### config.mk
export PLATFORM = sky130hd
export DESIGN_NAME = and_file_and_carry_branch_exec
export DESIGN_NICKNAME = d
export VERILOG_FILES = /design/src/core_pkg.sv /design/src/and_file_and_carry_branch_exec.sv /design/src/operand_addr_map.sv
export VERILOG_INCLUDE_DIRS = /design/src
export SDC_FILE = /design/constraint.sdc
export NUM_CORES = 1
export LEC_CHECK = 0
export ABC_AREA = 1
export ABC_CLOCK_PERIOD_IN_PS = 2400
export BUFFER_PORTS_ARGS = -buffer_cell sky130_fd_sc_hd__clkbuf_2
export CAP_MARGIN = 10
export CORE_ASPECT_RATIO = 0.8
export CORE_MARGIN = 2
export CORE_UTILIZATION = 32
export CTS_CLUSTER_DIAMETER = 40
export DETAILED_ROUTE_END_ITERATION = 6
export GPL_ROUTABILITY_DRIVEN = 0
export PLACE_DENSITY = 0.57
export SYNTH_ARGS = -nofsm -noshare
export SYNTH_HDL_FRONTEND = slang
export SYNTH_SLANG_ARGS = --single-unit
### constraint.sdc
create_clock -name clk -period 2.4 [get_ports clk]
set_input_delay 0.36 -clock clk [delete_from_list [all_inputs] [get_ports clk]]
set_output_delay 0.36 -clock clk [all_outputs]
set_load 0.01 [all_outputs]
### src/core_consts.svh
// Constants for the AND-with-file and branch-on-carry execution block
`ifndef CORE_CONSTS_SVH
`define CORE_CONSTS_SVH
`define CORE_OPC_AND 6'h05
`define CORE_OPC_BC 8'hE2
`define CORE_DEST_BIT 9
`define CORE_ACCESS_BIT 8
`define CORE_ACCESS_SPLIT 8'h60
`define CORE_LITOFS_MAX 8'h5F
`define CORE_LOW_BANK 6'h00
`define CORE_HIGH_BANK 6'h3F
`define CORE_BANK_W 6
`define CORE_DATA_ADDR_W 14
`define CORE_PC_STEP 2
`define CORE_ACC_RESET 8'h00
`define CORE_DATA_RESET 8'h00
`define CORE_ADDR_RESET 14'h0000
`endif

### src/core_pkg.sv
// Types shared by the execution block
package core_pkg;
    typedef enum logic [1:0] {PH_Q1, PH_Q2, PH_Q3, PH_Q4} phase_t;
    typedef enum logic [1:0] {OP_NONE, OP_AND, OP_BC, OP_IDLE} op_t;
endpackage

### src/and_file_and_carry_branch_exec.sv
// Four-phase executor for and_accumulator_with_file and branch_on_carry_set
// What this block does
// - AND instruction ANDs accumulator with the addressed byte, operand 0 to 255.
// - Destination bit 0 writes accumulator; 1 writes back to the data byte.
// - Access bit 0 uses the fixed access window; 1 uses bank_select_reg.
// - Access 0, extended enabled, operand at most 5Fh: indexed literal-offset address.
// - Branch-on-carry transfers control only when carry is 1.
// - Branch offset is signed -128 to 127, doubled before adding.
// - Taken branch loads instruction address plus 2 plus twice the offset.
// - Taken branch takes two cycles; the second does nothing in any phase.
`timescale 1ns/1ps
`include "core_consts.svh"
module and_file_and_carry_branch_exec
#(
    parameter int PC_W = 21
)
(
    // Clock and reset
    input wire logic clk,
    input wire logic resetn,
    // Program side
    input wire logic [15:0] instr,
    input wire logic instr_valid,
    output logic [PC_W-1:0] program_counter,
    // Core state from outside
    input wire logic carry,
    input wire logic ext_enable,
    input wire logic [5:0] bank_select_reg,
    input wire logic [13:0] index_base,
    // Data memory
    output logic [13:0] mem_addr,
    output logic mem_rd,
    input wire logic [7:0] mem_rdata,
    output logic mem_wr,
    output logic [7:0] mem_wdata,
    // Results and status
    output logic [7:0] accumulator,
    output logic flag_n,
    output logic flag_z,
    output core_pkg::phase_t phase,
    output logic cycle_idle
);
    generate
        if (PC_W < 9 || PC_W > 32)
        begin : g_bad_pc
            $error("PC_W must lie between 9 and 32");
        end
    endgenerate

    core_pkg::op_t op, next_op;
    core_pkg::phase_t next_phase;
    logic [15:0] instr_reg, next_instr_reg;
    logic [7:0] result, next_result;
    logic [7:0] next_accumulator, next_mem_wdata;
    logic [PC_W-1:0] next_program_counter, branch_target;
    logic [13:0] next_mem_addr, mapped_addr;
    logic next_mem_rd, next_mem_wr, next_flag_n, next_flag_z;
    logic skip, next_skip;

    operand_addr_map u_map
    (
        .file_addr(instr_reg[7:0]),
        .access_sel(instr_reg[`CORE_ACCESS_BIT]),
        .ext_enable(ext_enable),
        .bank_select_reg(bank_select_reg),
        .index_base(index_base),
        .data_addr(mapped_addr)
    );

    // The counter already points past the branch, so only 2n is added
    assign branch_target = program_counter
        + {{(PC_W-9){instr_reg[7]}}, instr_reg[7:0], 1'b0};
    assign cycle_idle = (op == core_pkg::OP_IDLE);

    always_comb
    begin
        next_phase = phase;
        next_op = op;
        next_instr_reg = instr_reg;
        next_result = result;
        next_accumulator = accumulator;
        next_program_counter = program_counter;
        next_mem_addr = mem_addr;
        next_mem_rd = 1'b0;
        next_mem_wr = 1'b0;
        next_mem_wdata = mem_wdata;
        next_flag_n = flag_n;
        next_flag_z = flag_z;
        next_skip = skip;
        case (phase)
            core_pkg::PH_Q1:
            begin
                next_phase = core_pkg::PH_Q2;
                if (skip)
                begin
                    // Flushed cycle after a taken branch: fetch is ignored
                    next_op = core_pkg::OP_IDLE;
                    next_skip = 1'b0;
                end
                else if (instr_valid)
                begin
                    next_instr_reg = instr;
                    next_program_counter = program_counter + PC_W'(`CORE_PC_STEP);
                    if (instr[15:10] == `CORE_OPC_AND)
                    begin
                        next_op = core_pkg::OP_AND;
                    end
                    else if (instr[15:8] == `CORE_OPC_BC)
                    begin
                        // Offset is read here; an untaken branch changes the counter only by this fetch increment
                        next_op = core_pkg::OP_BC;
                    end
                    else
                    begin
                        next_op = core_pkg::OP_NONE;
                    end
                end
                else
                begin
                    next_op = core_pkg::OP_NONE;
                end
            end
            core_pkg::PH_Q2:
            begin
                next_phase = core_pkg::PH_Q3;
                if (op == core_pkg::OP_AND)
                begin
                    next_mem_addr = mapped_addr;
                    next_mem_rd = 1'b1;
                end
            end
            core_pkg::PH_Q3:
            begin
                next_phase = core_pkg::PH_Q4;
                if (op == core_pkg::OP_AND)
                begin
                    next_result = accumulator & mem_rdata;
                end
            end
            core_pkg::PH_Q4:
            begin
                next_phase = core_pkg::PH_Q1;
                if (op == core_pkg::OP_AND)
                begin
                    if (instr_reg[`CORE_DEST_BIT])
                    begin
                        next_mem_wr = 1'b1;
                        next_mem_wdata = result;
                    end
                    else
                    begin
                        next_accumulator = result;
                    end
                    next_flag_n = result[7];
                    next_flag_z = (result == 8'h00);
                end
                else if (op == core_pkg::OP_BC && carry)
                begin
                    next_program_counter = branch_target;
                    next_skip = 1'b1;
                end
            end
            default:
            begin
                next_phase = core_pkg::PH_Q1;
            end
        endcase
    end

    always_ff @(posedge clk)
    begin
        if (!resetn)
        begin
            phase <= core_pkg::PH_Q1;
            op <= core_pkg::OP_NONE;
            instr_reg <= 16'h0000;
            result <= `CORE_DATA_RESET;
            accumulator <= `CORE_ACC_RESET;
            program_counter <= '0;
            mem_addr <= `CORE_ADDR_RESET;
            mem_rd <= 1'b0;
            mem_wr <= 1'b0;
            mem_wdata <= `CORE_DATA_RESET;
            flag_n <= 1'b0;
            flag_z <= 1'b0;
            skip <= 1'b0;
        end
        else
        begin
            phase <= next_phase;
            op <= next_op;
            instr_reg <= next_instr_reg;
            result <= next_result;
            accumulator <= next_accumulator;
            program_counter <= next_program_counter;
            mem_addr <= next_mem_addr;
            mem_rd <= next_mem_rd;
            mem_wr <= next_mem_wr;
            mem_wdata <= next_mem_wdata;
            flag_n <= next_flag_n;
            flag_z <= next_flag_z;
            skip <= next_skip;
        end
    end

    logic q4_and, q4_taken, q4_not_taken;
    logic [13:0] index_sum;
    assign q4_and = (phase == core_pkg::PH_Q4) && (op == core_pkg::OP_AND);
    assign q4_taken = (phase == core_pkg::PH_Q4) && (op == core_pkg::OP_BC) && carry;
    assign q4_not_taken = (phase == core_pkg::PH_Q4) && (op == core_pkg::OP_BC) && !carry;
    assign index_sum = index_base + {6'h00, instr_reg[7:0]};
endmodule // and_file_and_carry_branch_exec

### src/operand_addr_map.sv
// Data address selection for byte-oriented operands
`timescale 1ns/1ps
`include "core_consts.svh"
module operand_addr_map
(
    // Operand fields
    input wire logic [7:0] file_addr,
    input wire logic access_sel,
    input wire logic ext_enable,
    // Address sources
    input wire logic [5:0] bank_select_reg,
    input wire logic [13:0] index_base,
    // Result
    output logic [13:0] data_addr
);
    always_comb
    begin
        if (!access_sel && ext_enable && file_addr <= `CORE_LITOFS_MAX)
        begin
            data_addr = index_base + {6'h00, file_addr};
        end
        else if (access_sel)
        begin
            data_addr = {bank_select_reg, file_addr};
        end
        else if (file_addr < `CORE_ACCESS_SPLIT)
        begin
            data_addr = {`CORE_LOW_BANK, file_addr};
        end
        else
        begin
            data_addr = {`CORE_HIGH_BANK, file_addr};
        end
    end
endmodule // operand_addr_map
==> results.yml, run 1 <==
run_status:
  status: "completed"
synthesis:
  async_flop_share_pct: 0
  seq_area_frac_synth_pct: 34.0
  netlist_instances: 669
  synthTopCellsByArea: "dfxtp_1, nand2_1, a21oi_1"
  syn_area_per_cell_um2: 6.77
  syn_area_mm2: 0.00453
  syn-num-nets: 739
  yosysUniqueCellTypes: 37
  synth_area_leader_cell: "dfxtp_1"
  synth_ff_type: "dfxtp_1"
  yosysWarnings: 0
  synthDominantCellAreaShare_pct: 34.0
  ys_ff_latch: 77
  synth_edf_count: 0
worst_setup_path:
  crit_end: "program_counter[20]$_SDFFE_PN0P_"
  crit_top_cell: "nand2_1"
  crit_type: "reg2reg"
  crit_family: "simple AND/OR/NAND/NOR gates"
  critPathMaxFanout: 14
  path_depth: 15
  r2r_end: "program_counter[20]$_SDFFE_PN0P_"
  critical_path.cell_chain: "ha_4 > buf_4 > nand2_2 > buf_4 > nand2_1 > nand2_1 > nor2_2 > nand3_1 > nor2_1 > nand2_1 > nand2_1 > nand2_1 > nand2_1 > nand2_1 > a21oi_2"
  cpPeakStageDelay_ps: 380
  cp_data_required_time_ps: 2680
  slowest_stage: "dfxtp_1"
  ff2ff_setup_slack_ps: 230
  start_kind: "flop"
  cp_num_buf_inv: 2
  arrival_ps: 2450
  rr_worst_depth: 15
  worstSetupEndpointType: "flop"
  worstReg2RegStart: "phase[0]$_SDFF_PN0_"
  crit_start: "phase[0]$_SDFF_PN0_"
place:
  dpl.hpwl_um: 9700
  post-place-ws_ps: 128
  portBuffers: 105
  place_area_mm2: 0.00527
  place_inst: 944
global_route:
  grt_max_degree: 36
  use_met2_pct: 25.4
  gr-usage-met3_pct: 5.00
  grt.total_usage_pct: 17.5
  met1_usage_pct: 24.9
  grt_pass1_vias: 4265
  grt_pass1_wl_um: 21200
  antenna_found_initial: 0
  top_usage_layer: "met2"
  overflow: 0
power:
  report.power.total_mw: 4.85
  powerDensity_mw_per_mm2: 866
  leakage_nw: 2.88
  peakVddDrop_mv: 0.445
cells_and_area:
  layout-drive-gt1-share_pct: 20.4
  syn_to_final_growth_pct: 23.6
  layout.nets: 846
  fin_area_mm2: 0.00560
  antenna_cells: 0
  fillerInstances: 1445
  fin_util_pct: 40.9
  largest_register_ffs: 20
  layout.cells.non_filler: 961
die:
  die_w_um: 137
  core_mm2: 0.0137
  rows: 38
  die_area_mm2: 0.0151
  ios: 107
  initial_core_util_pct: 33.1
  die_h_um: 110
clock_network:
  cts_tree: "built"
  cts_root_buf: "clkbuf_16"
  path_clk_slew_ps: 60
  clock_sinks: 77
  clk_path_buf_depth: 2
  h-tree-depth: 3
  cts_buffers: 9
  clk_latency_ps: 340
timing:
  fmax_mhz: 461
  fin_crit_sh_pct: 90.4
  slew_violations: 0
  min_period_ps: 2170
  setup_viol: 0
  worst_pin_slew_ps: 539
  timing_hold_violations_final: 0
  slew_headroom_pct: 64.0
  rsz0062_at_grt: "yes"
  setup_slack_ps: 231
  finClkSkew_ps: 8.64
drt:
  wl_um: 12800
  drt_iter0_markers: 288
  drc_errors: 0
  antenna_left: 0
  drtPass1Iterations: 5
  routedWlPerCell_um: 13.4
  vias: 4620
  vias_per_cell: 4.81
flow_run:
  maxCapViolCount: 0
worst_hold_path:
  hold_depth: 3
  hold_path.class: "in2reg"
layout make-up:
type	instances	area, um2	area share [%]
clock buffers	9	225	4.02
clock inverters	7	75.1	1.34
inverters	88	330	5.90
multi-input cells	478	2550	45.5
flip-flops and latches	77	1540	27.5
well taps	180	225	4.02
repair buffers	122	653	11.7
repair_timing:
action | 4_1_cts | 5_1_grt
buffers inserted | 0 | 1
hold buffers | 0 | 0
endpoints found under the setup margin | 0 | 12
resized for setup | 0 | 4
how the worst min path moves through the flow:
stage,start,endpoint
floorplan,result[7]$_SDFFE_PN0P_,mem_wdata[7]$_SDFFE_PN0P_
global placement,mem_addr[7]$_SDFFE_PN0P_,mem_addr[7]$_SDFFE_PN0P_
detailed placement,mem_addr[7]$_SDFFE_PN0P_,mem_addr[7]$_SDFFE_PN0P_
CTS,instr[1],instr_reg[1]$_SDFFE_PN0P_
global route,instr[1],instr_reg[1]$_SDFFE_PN0P_
finish,instr[1],instr_reg[1]$_SDFFE_PN0P_
power breakdown:
group	switching (mW)	total, mW	internal [mW]	leakage (nW)
Combinational	1.12	1.76	0.644	2.10
Sequential	0.211	1.70	1.49	0.627
Clock	0.571	1.38	0.811	0.150
cells in the mapped netlist (4+ instances only):
cell type  instances
nand2_1          142
inv_1             86
a21oi_1           80
dfxtp_1           77
nor2_1            54
o21ai_0           54
nand3_1           48
ha_1              19
clkbuf_1          16
xor2_1            12
a211oi_1           7
nand4_1            7
xnor2_1            7
a41oi_1            6
nand2_2            6
buf_4              5
o211ai_1           5
buf_2              4
nor2_2             4
worst min-delay path, delay by kind of cell:
kind / cells / cell delay, ps
compound gates: 1 / 60
simple gates: 1 / 70
buf+inv: 1 / 80
per-stage QoR:
step | hold WS, ps | TNS [ps]
global route | 267 | -2.93
detailed placement | 459 | 0
global placement | 458 | 0
floorplan | 438 | 0
CTS | 253 | 0
finish | 271 | 0
placed cells by master, fill, tap and decap left out, types with 6 or more instances in the layout:
cell type  synthesis  routed
nand2_1          142     141
clkbuf_2           0     105
inv_1             86      86
a21oi_1           80      79
dfxtp_1           77      77
o21ai_0           54      54
nor2_1            54      54
nand3_1           48      48
ha_1              19      18
buf_4              5      17
xor2_1            12      12
clkbuf_16          0       9
nand4_1            7       7
nand2_2            6       7
xnor2_1            7       7
a211oi_1           7       7
a41oi_1            6       6
cell families (layout without fill, tap and decap cells):
family,Yosys count,after routing,synth area share [%]
adder cells (fa/ha/maj),21,21,6.13
other,1,1,0.0828
buffers and inverters,114,226,10.1
flip-flops,77,77,34.0
AO/OA/AOI/OAI,162,162,19.6
XOR/XNOR,20,20,4.03
AND/OR/NAND/NOR,274,274,26.0
routing by layer:
metal  vias to the layer above  share of wire, %
met2                       125                41
met4                         0               1.7
li1                       2422                 -
met3                        18               6.0
met1                      2055                51
met5                         -                 0
Note: power is estimated with default switching activity, not from simulation.
==> run 2, diff against run 1 <==
CORE_UTILIZATION = 54   (was 32)
PLACE_DENSITY = 0.85   (was 0.57)
==> run 2 against run 1 <==
  * Register-to-register slack got worse by 90 ps
  * Flip-flop and latch count did not move
  * Largest cell class unchanged
  * Die area fell by 40%
  * Final cell count fell by 8.1%
  * Design area fell by 2.6%
  * Non-clock buffer count fell by 6
  * Combinational power barely moved
  * Critical path depth fell by 1
==> results.yml, run 2 (synthesized netlist as in run 1, its figures left out) <==
run_status:
  status: "completed"
global_route:
  grt.total_usage_pct: 28.1
  top_usage_layer: "met2"
  antenna_found_initial: 0
  use_met2_pct: 46.9
  grt_pass1_wl_um: 20700
  gr-usage-met3_pct: 8.74
  met1_usage_pct: 35.1
  grt_pass1_vias: 4512
  overflow: 0
  grt_max_degree: 43
flow_run:
  maxCapViolCount: 0
clock_network:
  cts_buffers: 9
  clk_path_buf_depth: 2
  clk_latency_ps: 370
  clock_sinks: 77
  ctsHoldBuffers: 0
  h-tree-depth: 3
  cts_tree: "built"
  path_clk_slew_ps: 90
  cts_setup_buffers: 0
  cts_root_buf: "clkbuf_8"
die:
  die_w_um: 106
  rows: 29
  core_mm2: 0.00802
  ios: 107
  die_area_mm2: 0.00914
  initial_core_util_pct: 56.5
  die_h_um: 85.9
worst_setup_path:
  rr_worst_depth: 14
  ff2ff_setup_slack_ps: 140
  cp_data_required_time_ps: 2660
  r2r_end: "program_counter[19]$_SDFFE_PN0P_"
  worstReg2RegStart: "phase[0]$_SDFF_PN0_"
  worstSetupEndpointType: "flop"
  crit_type: "reg2reg"
  start_kind: "flop"
  arrival_ps: 2520
  critPathMaxFanout: 5
drt:
  antenna_left: 0
  drc_errors: 0
  drt_iter0_markers: 395
  wl_um: 12700
  vias: 4880
  vias_per_cell: 5.53
  routedWlPerCell_um: 14.4
  drtPass1Iterations: 5
timing:
  fin_crit_sh_pct: 94.1
  worst_pin_slew_ps: 581
  fmax_mhz: 443
  slew_headroom_pct: 61.0
  timing_hold_violations_final: 0
  setup_slack_ps: 141
  hold_slack_ps: 240
  setup_viol: 0
  slew_violations: 0
  finClkSkew_ps: 10.6
  min_period_ps: 2260
place:
  post-place-ws_ps: 8.86
  dpl.hpwl_um: 9100
  portBuffers: 105
power:
  peakVddDrop_mv: 0.428
  leakage_nw: 2.80
  report.power.total_mw: 4.56
  powerDensity_mw_per_mm2: 836
cells_and_area:
  fillerInstances: 685
  layout.nets: 840
  layout-drive-gt1-share_pct: 21.0
  layout_common_cells: "nand2_1, clkbuf_2, inv_1"
  syn_to_final_growth_pct: 20.4
  antenna_cells: 0
  largest_register_ffs: 20
  layout_commonest_cell: "nand2_1"
worst_hold_path:
  hold_path.class: "in2reg"
  min_from: "mem_rdata[1]"
  worstHoldEndpoint: "result[1]$_SDFFE_PN0P_"
  hold_depth: 3
[run 2: cell count changes in the layout (fill, tap and decap cells not counted), sizes merged]
cell / delta
inv: +3
clkinv: -4
clkinvlp: +1
buf: -6
[run 2: timing repair]
action | CTS | global route
resized for setup | 2 | 15
pin swaps | 1 | 3
endpoints found under the setup margin | 1 | 12
[run 2: worst max path at each step]
| stage | start | end | slack [ps] | cells after the start |
|---|---|---|---|---|
| after floorplan | phase[0]$_SDFF_PN0_ | program_counter[11]$_SDFFE_PN0P_ | 150 | 12 |
| after global placement | phase[0]$_SDFF_PN0_ | program_counter[19]$_SDFFE_PN0P_ | 140 | 14 |
| after detailed placement | phase[0]$_SDFF_PN0_ | program_counter[19]$_SDFFE_PN0P_ | 9 | 14 |
| after CTS | phase[0]$_SDFF_PN0_ | program_counter[19]$_SDFFE_PN0P_ | 50 | 14 |
| after global routing | phase[0]$_SDFF_PN0_ | program_counter[13]$_SDFFE_PN0P_ | -20 | 15 |
| final | phase[0]$_SDFF_PN0_ | program_counter[19]$_SDFFE_PN0P_ | 140 | 14 |
[run 2: stage by stage]
step	cell area [um2]	util, %	setup TNS, ps	cells
after floorplan	4530	-	0	669
after global placement	5160	64.3	0	867
after CTS	5370	67.0	0	883
after global routing	5450	68.0	-24.5	883
final	5450	68.0	0	883
after detailed placement	5160	64.3	0	867
[run 2: layout make-up]
cell class / count / area (um2) / share of cell area, %
Multi-Input combinational cell: 478 / 2610 / 47.8
Sequential cell: 77 / 1550 / 28.4
Timing Repair Buffer: 116 / 621 / 11.4
Inverter: 88 / 330 / 6.06
Tap cell: 108 / 135 / 2.48
Clock buffer: 9 / 124 / 2.27
Clock inverter: 7 / 86.3 / 1.58
[run 2: worst max-delay path, cell delays in order, from the launching register on]
cell and delay [ps]:
dfxtp_4 370, ha_4 180, buf_4 150, nand2_1 80, inv_1 70, ha_4 290
nand2_1 70, o211ai_1 350, nand2_1 110, nand2_2 110, nand2_1 80, nand3_1 70
nand2_1 60, nor2_1 110, nor2_1 50
[run 2: routing by layer]
metal / vias up / share of wire [%]
met2: 232 / 46
met1: 2220 / 42
met5: - / 0
met3: 33 / 9.4
met4: 0 / 2.1
li1: 2395 / -
[run 2: power breakdown]
group / total (mW) / internal [mW] / switching (mW)
combinational: 1.76 / 0.638 / 1.13
sequential: 1.72 / 1.50 / 0.228
clock: 1.07 / 0.504 / 0.568
total: 4.56 / 2.64 / 1.92
